**config.mk**
```make
export PLATFORM = sky130hd
export DESIGN_NAME = wioc_top
export DESIGN_NICKNAME = d
export VERILOG_FILES = /design/src/wioc_pkg.sv /design/src/wioc_led_if.sv /design/src/wioc_sync.sv /design/src/wioc_blink.sv /design/src/wioc_top.sv
export VERILOG_INCLUDE_DIRS = /design/src
export SDC_FILE = /design/constraint.sdc
export NUM_CORES = 1
export LEC_CHECK = 0
export BUFFER_PORTS_ARGS = -buffer_cell sky130_fd_sc_hd__buf_4
export CELL_PAD_IN_SITES_DETAIL_PLACEMENT = 1
export CELL_PAD_IN_SITES_GLOBAL_PLACEMENT = 1
export CORE_UTILIZATION = 35
export DETAILED_ROUTE_END_ITERATION = 7
export GPL_ROUTABILITY_DRIVEN = 1
export PLACE_DENSITY = 0.69
export SLEW_MARGIN = 20
export SYNTH_ARGS = -nofsm -noshare
export SYNTH_HDL_FRONTEND = slang
export SYNTH_SLANG_ARGS = --single-unit
```
**constraint.sdc**
```tcl
create_clock -name clk_i -period 9.8 [get_ports clk_i]
set_input_delay 0.98 -clock clk_i [delete_from_list [all_inputs] [get_ports clk_i]]
set_output_delay 0.98 -clock clk_i [all_outputs]
set_load 0.05 [all_outputs]
```
**src/wioc_params.svh**
```systemverilog
// constants for the wireless io extension control block
`ifndef WIOC_PARAMS_SVH
`define WIOC_PARAMS_SVH

`define WIOC_CLK_MHZ 100
`define WIOC_CH 8
`define WIOC_NUM_EXT 8
`define WIOC_CODE_MIN 4'h1
`define WIOC_CODE_MAX 4'h8
`define WIOC_BOOT_CYC 3'h4

// times in ms, cycle counts derived from the clock rate
`define WIOC_BLINK_HALF_MS 250
`define WIOC_BLINK_HALF_CYC (`WIOC_BLINK_HALF_MS * 1000 * `WIOC_CLK_MHZ)
`define WIOC_LOSS_MS 1000
`define WIOC_LOSS_CYC (`WIOC_LOSS_MS * 1000 * `WIOC_CLK_MHZ)
`define WIOC_TX_PERIOD_MS 100
`define WIOC_TX_PERIOD_CYC (`WIOC_TX_PERIOD_MS * 1000 * `WIOC_CLK_MHZ)

// register offsets
`define WIOC_REG_STATUS 8'h00
`define WIOC_REG_MASK 8'h04
`define WIOC_REG_CTRL 8'h08
`define WIOC_REG_STATE 8'h0c
`define WIOC_REG_IO 8'h10

// status / mask bit positions
`define WIOC_EV_FOUND 0
`define WIOC_EV_LOST 1
`define WIOC_EV_CFGERR 2
`define WIOC_EV_INCHG 3
`define WIOC_EV_W 4

// control bits and reset value
`define WIOC_CTRL_OUT_EN 0
`define WIOC_CTRL_TX_EN 1
`define WIOC_CTRL_RST 2'h3

`endif

```
**src/wioc_pkg.sv**
```systemverilog
// types shared by the wireless io extension control block
`include "wioc_params.svh"
package wioc_pkg;

  typedef enum logic [1:0] {
    ST_BOOT,
    ST_SEARCH,
    ST_LINKED,
    ST_ERROR
  } wioc_state_e;

  typedef struct packed {
    wioc_state_e st;
    logic [2:0] boot_cnt;
    logic [3:0] code;
    logic is_sense;
    logic [`WIOC_CH-1:0] inp;
    logic [`WIOC_CH-1:0] relay;
    logic [31:0] loss_cnt;
    logic [31:0] tx_cnt;
    logic tx_pend;
    logic [`WIOC_CH-1:0] tx_data;
    logic [`WIOC_EV_W-1:0] sts;
    logic [`WIOC_EV_W-1:0] mask;
    logic [1:0] ctrl;
    logic [31:0] rdata;
    logic irq;
  } wioc_main_s;

endpackage

```
**src/wioc_led_if.sv**
```systemverilog
// status indicator request from the control core to the blinker
`timescale 1ns/1ps
interface wioc_led_if;
  logic linked;
  logic fault;
  logic seek;
  modport core (output linked, output fault, output seek);
  modport blk (input linked, input fault, input seek);
endinterface

```
**src/wioc_sync.sv**
```systemverilog
// two-stage synchroniser for a bus of independent pin levels
`timescale 1ns/1ps
module wioc_sync #(
  parameter int W = 8
) (
  input wire logic clk_i,
  input wire logic rst_n_i,
  input wire logic ce_i,
  input wire logic [W-1:0] d_i,
  output logic [W-1:0] q_o
);
  typedef struct packed {
    logic [W-1:0] meta;
    logic [W-1:0] q;
  } wioc_sync_s;

  wioc_sync_s s_r;
  wioc_sync_s s_nxt;

  always_comb begin
    s_nxt = s_r;
    if (ce_i) begin
      s_nxt.meta = d_i;
      s_nxt.q = s_r.meta;
    end
  end

  always_ff @(posedge clk_i or negedge rst_n_i) begin
    if (!rst_n_i) begin
      s_r <= '0;
    end else begin
      s_r <= s_nxt;
    end
  end

  assign q_o = s_r.q;
endmodule

```
**src/wioc_blink.sv**
```systemverilog
// status indicator driver: steady, blinking or dark
`timescale 1ns/1ps
`include "wioc_params.svh"
module wioc_blink #(
  parameter int unsigned HALF_CYC = `WIOC_BLINK_HALF_CYC
) (
  input wire logic clk_i,
  input wire logic rst_n_i,
  input wire logic ce_i,
  wioc_led_if.blk req,
  output logic led_o
);
  typedef struct packed {
    logic [31:0] cnt;
    logic phase;
    logic led;
  } wioc_blink_s;

  wioc_blink_s s_r;
  wioc_blink_s s_nxt;

  always_comb begin
    s_nxt = s_r;
    if (ce_i) begin
      if (s_r.cnt >= HALF_CYC - 1) begin
        s_nxt.cnt = '0;
        s_nxt.phase = ~s_r.phase;
      end else begin
        s_nxt.cnt = s_r.cnt + 32'h1;
      end
      if (req.fault) begin
        s_nxt.led = s_r.phase; // RULE7
      end else if (req.linked) begin
        s_nxt.led = 1'b1; // RULE4
      end else if (req.seek) begin
        s_nxt.led = s_r.phase; // RULE5
      end else begin
        s_nxt.led = 1'b0; // RULE6
      end
    end
  end

  always_ff @(posedge clk_i or negedge rst_n_i) begin
    if (!rst_n_i) begin
      s_r <= '0;
    end else begin
      s_r <= s_nxt;
    end
  end

  assign led_o = s_r.led;
endmodule

```
**src/wioc_top.sv**
```systemverilog
// control core of the eight-channel wireless sensing / relay extension module
// What this block does
// RULE1: the module reads a pairing code 1 to 8 from its selector switch to pick its partner.
// RULE2: states pass between sensing and relay ends only when both carry the same pairing code.
// RULE3: at most eight extension modules per system, so only codes 1 to 8 are accepted.
// RULE4: the status indicator is lit steadily while the link is up and the partner is reachable.
// RULE5: a sensing module blinks its status indicator while no matching relay module is found.
// RULE6: a relay module keeps its status indicator dark while no matching sensing module is found.
// RULE7: a configuration error, such as analog channels paired to this digital module, blinks the indicator.
// RULE8: the pairing code is sampled only after power-up; later switch changes are ignored.
// RULE9: the sensing module lights indicator n while input n is active.
// RULE10: the relay module lights indicator n while relay output n is closed.
// RULE11: on link loss each relay output opens or holds its last state, as its own selection says.
// RULE12: each sensed input n is reproduced on relay output n of the paired module.
// RULE13: when the link returns, relay outputs follow newly received states again.
`timescale 1ns/1ps
`include "wioc_params.svh"
module wioc_top
  import wioc_pkg::*;
#(
  parameter int unsigned LOSS_CYC = `WIOC_LOSS_CYC,
  parameter int unsigned TX_PERIOD_CYC = `WIOC_TX_PERIOD_CYC,
  parameter int unsigned BLINK_HALF_CYC = `WIOC_BLINK_HALF_CYC
) (
  input wire logic clk_i,
  input wire logic rst_n_i,
  input wire logic ce_i,
  input wire logic role_sense_i,
  input wire logic [3:0] code_sw_i,
  input wire logic [7:0] sense_in_i,
  input wire logic [7:0] hold_sel_i,
  input wire logic link_up_i,
  input wire logic rx_valid_i,
  input wire logic [3:0] rx_code_i,
  input wire logic rx_analog_i,
  input wire logic rx_from_sense_i,
  input wire logic [7:0] rx_data_i,
  input wire logic tx_ready_i,
  output logic tx_valid_o,
  output logic [3:0] tx_code_o,
  output logic tx_analog_o,
  output logic tx_from_sense_o,
  output logic [7:0] tx_data_o,
  output logic [7:0] relay_o,
  output logic [7:0] chan_led_o,
  output logic status_led_o,
  input wire logic [7:0] reg_addr_i,
  input wire logic [31:0] reg_wdata_i,
  input wire logic reg_wr_i,
  input wire logic reg_rd_i,
  output logic [31:0] reg_rdata_o,
  output logic irq_o
);
  logic [1:0] rst_sync_r;
  logic rst_n;
  logic [20:0] pins_raw;
  logic [20:0] pins;
  logic role_s;
  logic [3:0] code_s;
  logic [7:0] sense_s;
  logic [7:0] hold_s;
  logic link_s;
  logic [7:0] keep_mask;
  wioc_main_s s_r;
  wioc_main_s s_nxt;
  wioc_led_if led_req();

  // reset asserted at once, released through two flip-flops
  always_ff @(posedge clk_i or negedge rst_n_i) begin
    if (!rst_n_i) begin
      rst_sync_r <= 2'h0;
    end else begin
      rst_sync_r <= {rst_sync_r[0], 1'b1};
    end
  end
  assign rst_n = rst_sync_r[1];

  assign pins_raw = {role_sense_i, code_sw_i, sense_in_i, hold_sel_i};

  wioc_sync #(
    .W(21)
  ) u_pin_sync (
    .clk_i(clk_i),
    .rst_n_i(rst_n),
    .ce_i(ce_i),
    .d_i(pins_raw),
    .q_o(pins)
  );

  wioc_sync #(
    .W(1)
  ) u_link_sync (
    .clk_i(clk_i),
    .rst_n_i(rst_n),
    .ce_i(ce_i),
    .d_i(link_up_i),
    .q_o(link_s)
  );

  assign role_s = pins[20];
  assign code_s = pins[19:16];
  assign sense_s = pins[15:8];
  assign hold_s = pins[7:0];

  // codes beyond the number of extensions a system carries are invalid
  function automatic logic code_ok(input logic [3:0] c);
    code_ok = (c >= `WIOC_CODE_MIN) && (c <= `WIOC_CODE_MAX); // RULE1 RULE3
  endfunction

  // a frame for us carries our code and comes from the opposite role
  function automatic logic frame_ours(input logic [3:0] c, input logic [3:0] mine,
                                      input logic from_sense, input logic me_sense);
    frame_ours = (c == mine) && (from_sense != me_sense); // RULE2
  endfunction

  // per-channel choice between dropping and holding on link loss
  genvar g;
  generate
    for (g = 0; g < `WIOC_CH; g++) begin : g_keep
      assign keep_mask[g] = hold_s[g] & s_r.relay[g]; // RULE11
    end
  endgenerate

  always_comb begin
    logic rx_hit;
    logic lost;
    logic [`WIOC_EV_W-1:0] ev;
    rx_hit = 1'b0;
    lost = 1'b0;
    ev = '0;
    s_nxt = s_r;
    if (ce_i) begin
      rx_hit = rx_valid_i && frame_ours(rx_code_i, s_r.code, rx_from_sense_i, s_r.is_sense);
      if (s_r.is_sense) begin
        s_nxt.inp = sense_s; // RULE9
        if (sense_s != s_r.inp) begin
          ev[`WIOC_EV_INCHG] = 1'b1;
        end
      end
      case (s_r.st)
        ST_BOOT: begin
          if (s_r.boot_cnt == `WIOC_BOOT_CYC) begin
            s_nxt.code = code_s; // RULE8
            s_nxt.is_sense = role_s;
            if (code_ok(code_s)) begin
              s_nxt.st = ST_SEARCH;
            end else begin
              s_nxt.st = ST_ERROR; // RULE7
              ev[`WIOC_EV_CFGERR] = 1'b1;
            end
          end else begin
            s_nxt.boot_cnt = s_r.boot_cnt + 3'h1;
          end
        end
        ST_SEARCH: begin
          if (rx_hit && rx_analog_i) begin
            s_nxt.st = ST_ERROR; // RULE7
            ev[`WIOC_EV_CFGERR] = 1'b1;
          end else if (rx_hit && link_s) begin
            s_nxt.st = ST_LINKED; // RULE4
            s_nxt.loss_cnt = '0;
            ev[`WIOC_EV_FOUND] = 1'b1;
            if (!s_r.is_sense) begin
              s_nxt.relay = rx_data_i; // RULE12 RULE13
            end
          end
        end
        ST_LINKED: begin
          if (rx_hit && rx_analog_i) begin
            s_nxt.st = ST_ERROR; // RULE7
            ev[`WIOC_EV_CFGERR] = 1'b1;
          end else if (!link_s) begin
            lost = 1'b1;
          end else if (rx_hit) begin
            // a frame in the timeout cycle still refreshes the link
            s_nxt.loss_cnt = '0;
            if (!s_r.is_sense) begin
              s_nxt.relay = rx_data_i; // RULE12
            end
          end else if (s_r.loss_cnt >= LOSS_CYC - 1) begin
            lost = 1'b1;
          end else begin
            s_nxt.loss_cnt = s_r.loss_cnt + 32'h1;
          end
          if (lost) begin
            s_nxt.st = ST_SEARCH;
            ev[`WIOC_EV_LOST] = 1'b1;
            s_nxt.relay = keep_mask; // RULE11
          end
        end
        ST_ERROR: begin
          s_nxt.relay = '0;
        end
        default: begin
          s_nxt.st = ST_BOOT;
        end
      endcase

      // periodic frame: input states from the sensing end, presence from the relay end
      // a pending frame always finishes its handshake, even after a fall into error
      if (s_r.tx_pend) begin
        if (tx_ready_i) begin
          s_nxt.tx_pend = 1'b0;
        end
      end else if (s_r.st != ST_BOOT && s_r.st != ST_ERROR) begin
        if (s_r.ctrl[`WIOC_CTRL_TX_EN] &&
            (s_r.tx_cnt >= TX_PERIOD_CYC - 1 || ev[`WIOC_EV_INCHG])) begin
          s_nxt.tx_pend = 1'b1;
          s_nxt.tx_cnt = '0;
          s_nxt.tx_data = s_r.is_sense ? sense_s : 8'h00; // RULE12
        end else begin
          s_nxt.tx_cnt = s_r.tx_cnt + 32'h1;
        end
      end

      // register port
      s_nxt.rdata = '0;
      if (reg_rd_i) begin
        case (reg_addr_i)
          `WIOC_REG_STATUS: s_nxt.rdata = 32'(s_r.sts);
          `WIOC_REG_MASK: s_nxt.rdata = 32'(s_r.mask);
          `WIOC_REG_CTRL: s_nxt.rdata = 32'(s_r.ctrl);
          `WIOC_REG_STATE: s_nxt.rdata = {22'h0, link_s, s_r.is_sense, s_r.code, s_r.st, 2'h0};
          `WIOC_REG_IO: s_nxt.rdata = {16'h0, s_r.relay, s_r.inp};
          default: s_nxt.rdata = '0;
        endcase
      end
      // set wins over a write-one clear in the same cycle
      if (reg_wr_i && reg_addr_i == `WIOC_REG_STATUS) begin
        s_nxt.sts = (s_r.sts & ~reg_wdata_i[`WIOC_EV_W-1:0]) | ev;
      end else begin
        s_nxt.sts = s_r.sts | ev;
      end
      if (reg_wr_i && reg_addr_i == `WIOC_REG_MASK) begin
        s_nxt.mask = reg_wdata_i[`WIOC_EV_W-1:0];
      end
      if (reg_wr_i && reg_addr_i == `WIOC_REG_CTRL) begin
        s_nxt.ctrl = reg_wdata_i[1:0];
      end
      s_nxt.irq = |(s_nxt.sts & s_nxt.mask);
    end
  end

  always_ff @(posedge clk_i or negedge rst_n) begin
    if (!rst_n) begin
      s_r <= '{st: ST_BOOT, ctrl: `WIOC_CTRL_RST, default: '0};
    end else begin
      s_r <= s_nxt;
    end
  end

  assign led_req.linked = (s_r.st == ST_LINKED);
  assign led_req.fault = (s_r.st == ST_ERROR);
  assign led_req.seek = (s_r.st == ST_SEARCH) && s_r.is_sense;

  wioc_blink #(
    .HALF_CYC(BLINK_HALF_CYC)
  ) u_blink (
    .clk_i(clk_i),
    .rst_n_i(rst_n),
    .ce_i(ce_i),
    .req(led_req),
    .led_o(status_led_o)
  );

  assign tx_valid_o = s_r.tx_pend;
  assign tx_code_o = s_r.code;
  assign tx_analog_o = 1'b0;
  assign tx_from_sense_o = s_r.is_sense;
  assign tx_data_o = s_r.tx_data;
  assign relay_o = s_r.is_sense ? 8'h00 : (s_r.relay & {8{s_r.ctrl[`WIOC_CTRL_OUT_EN]}});
  assign chan_led_o = s_r.is_sense ? s_r.inp : relay_o; // RULE9 RULE10
  assign reg_rdata_o = s_r.rdata;
  assign irq_o = s_r.irq;
endmodule

```
==> metrics.txt <==
status finished, final reports clean; CTS H-tree depth 1; routability congestion estimate 0.793; Power Density 223 nW/um2; Worst-Margin Slew about 1.0 ns; Total Wirelength 27,800 um; Max stage delay on crit path 0.80 ns; leading cell type in the layout, fill and taps excluded dfrtp_1; initial antenna violation count 0; Nets 1,188; relative slew slack 0.308; Synth Area in Compound Gates 0.147; IO Count around 150; crit start category input pin; final hold slack 0.239 ns; CTS Buf Count 24; setup bufs post-CTS 0; clk_lat worst skew just over 0.5 ns; Synth warnings 0; Die H roughly 180 um; fill cell count 3,277; crit path buf inv count 1; peak supply drop slightly above 0.1 mV; initial drt markers ~500; num rows between 60 and 70; post-cts resize count 0; WL per Instance 18.5 um; DR DRC count 0; RSZ-0062 raised after global routing false; post-detailed-placement half-perimeter wirelength roughly 20,000 um; FFs w/ async S/R, synth 1.00; crit path max-delay cell type o21ai_1; IO buf count 102; via count around 7.9k; Post-Synth Simple-Gate Area 0.172; first-pass GRT wire length 45,700 um; Cell variety after synth 74; leakage dissipation 5.56 nW; clock skew 0.00825 ns; area of the multi-input gates about 4700 um2; Layout Cells excl Fill between 1.5k and 2k; Fin Setup TNS 0 ns; Crit Path Category input pin to flip-flop; Die ar. 30,700 um2; vias in the first global route 8,306; Initial Util 0.355; n_diodes 0; clock tree from TritonCTS built; Reg clk slew, reported paths around 0.05 ns; Final ANT Viol Nets 0; hold_buf cts 0; clock sink count about 210; Mean Syn Cell Area just over 10 um2; fin crit period 3.49 ns; Post-Syn Area 10,500 um2; CTS Root Buffer Type clkbuf_16; EDFF count, synth 0; crit path capture type flip-flop; Hold Vio Cnt, Final 0; Overflow after GRT 0; P&R area growth vs syn 16.0%; data required time of the worst path 10.25 ns; post-synthesis sequential area ratio 0.492; XOR/XNOR share of the synthesized area 0.0500; # setup viols final 0; Synth Area in Adders 0.0107; clock tree buffer depth 3; Yosys reg bits between 200 and 250; CP arrival 3.94 ns; Syn Inst Count around 1k; Hold Path Class input pin to asynchronous set/reset pin; max cap viols 0; drt pass-1 iters 5; Die X between 150 and 200 um; final period utilization 0.356; core area 29,600 um2; Via density about 5.3; FF/Latch Area between 5000 and 6000 um2; main combinational cell family by area after synthesis simple AND/OR/NAND/NOR gates; Overall Global Routing Usage 0.185; final slew viol count 0; fraction of layout cells with a size suffix above 1 0.210; Crit path max-delay family compound AO/OA/AOI/OAI gates; largest net degree at the start of global routing 73; Total Power between 2 and 3 mW; leading cell types in the layout, fill and taps excluded dfrtp_1, buf_4, nor2_1; mux cell area share after synthesis 0.0651; Max Clock Freq roughly 290 MHz; Worst Path Max Fanout 11; crit-path cells buf_4 > xnor2_1 > o2111ai_2 > or3_1 > o21a_1 > o21ai_1 > and4b_1 > a22o_1; placed cell count approximately 1.5k; Primary FF master, synth dfrtp_1
[worst reg2reg max path: cells and delay by family (launching register included)]
family	cells	cell delay (ns)
compound gates	2	0.61
simple gates	3	2.11
flops	1	0.48
buf+inv	1	0.08
[kinds of logic (layout without fill, tap and decap cells)]
logic type,Yosys count,after routing
AND/OR/NAND/NOR,361,361
AO/OA/AOI/OAI,208,208
flip-flops,206,206
buffers and inverters,121,190
multiplexers,61,61
XOR/XNOR,59,59
adder cells (fa/ha/maj),9,9
other,2,18
[where the power goes]
group	internal (mW)	leakage [nW]	switching (mW)
registers	0.962	2.63	0.138
clock network	0.554	0.395	0.346
logic	0.265	2.53	0.451
[synth_stat cells (5+ instances only)]
cell type / n / share of area
clkbuf_1: 30 / 0.011
buf_4: 46 / 0.033
a22oi_1: 6 / 0.0043
mux2_2: 57 / 0.061
dfrtp_1: 204 / 0.49
a21o_1: 18 / 0.013
a21oi_1: 20 / 0.0095
or3_1: 6 / 0.0036
o31ai_1: 6 / 0.0043
o22ai_1: 9 / 0.0054
o21ai_1: 32 / 0.015
xnor2_1: 21 / 0.018
nor3_1: 13 / 0.0062
and4_1: 9 / 0.0075
o21a_1: 9 / 0.0064
xor2_1: 37 / 0.031
o2bb2ai_1: 13 / 0.011
o21ai_0: 22 / 0.010
nor4_1: 15 / 0.0089
ha_1: 9 / 0.011
inv_1: 36 / 0.013
nand2b_1: 11 / 0.0066
a22o_1: 17 / 0.014
and3_1: 24 / 0.014
nor2b_1: 6 / 0.0036
nand3_1: 44 / 0.021
o211ai_1: 10 / 0.0072
and2_1: 20 / 0.012
nor2_1: 99 / 0.035
nand4_1: 12 / 0.0072
a31oi_1: 5 / 0.0030
nand2_1: 81 / 0.029
o31ai_2: 10 / 0.012
[final cells by class]
class | instances | share of cell area
tap | 390 | 0.0401
timing repair buffer | 112 | 0.0697
multi-input combinational | 716 | 0.390
sequential | 206 | 0.424
clock buffer | 36 | 0.0589
inverter | 36 | 0.0111
clock inverter | 6 | 0.00658
[worst paths after layout]
path | slack, ns | startpoint | cells after the start | to
min | 0.24 | rst_n_i | 1 | rst_sync_r[1]
min reg2reg | 0.35 | rst_sync_r[0] | 0 | rst_sync_r[1]
max reg2reg | 6.41 | tx_code_o[2] | 6 | s_r[89]
max in group asynchronous | 7.85 | rst_sync_r[1] | 1 | u_pin_sync.s_r[33]
max | 6.31 | rx_code_i[0] | 8 | s_r[116]
min in group clk_i | 0.35 | rst_sync_r[0] | 0 | rst_sync_r[1]
[metal layers]
| metal | track usage | up-vias | share of wire | wire length, um |
|---|---|---|---|---|
| li1 | - | 3724 | - | - |
| met1 | 0.262 | 4019 | 0.47 | 13200 |
| met2 | 0.298 | 131 | 0.47 | 13100 |
| met3 | 0.0261 | 31 | 0.039 | 1080 |
| met4 | 0.0442 | 0 | 0.019 | 516 |
| met5 | 0 | - | 0 | 0 |
[sequential cells by signal, summed over array words and instances, names as in the netlist]
name	count
u_blink.s_r	33
tx_data_o	8
tx_code_o	4
rst_sync_r	2
reg_rdata_o	16
u_link_sync.q_o	1
u_pin_sync.s_r	21
tx_from_sense_o	1
irq_o	1
s_r	95
u_pin_sync.q_o	21
u_blink.led_o	1
u_link_sync.s_r	1
tx_valid_o	1
[through the flow]
stage | setup WS (ns) | cell area, um2 | utilization
2_1_floorplan | 3.64 | 10500 | -
3_3_place_gp | 5.60 | 11400 | 0.384
3_5_place_dp | 5.59 | 11400 | 0.384
4_1_cts | 6.13 | 12200 | 0.411
5_1_grt | 6.14 | 12200 | 0.412
6_report | 6.31 | 12200 | 0.412
Note: power is estimated with default switching activity, not from simulation.
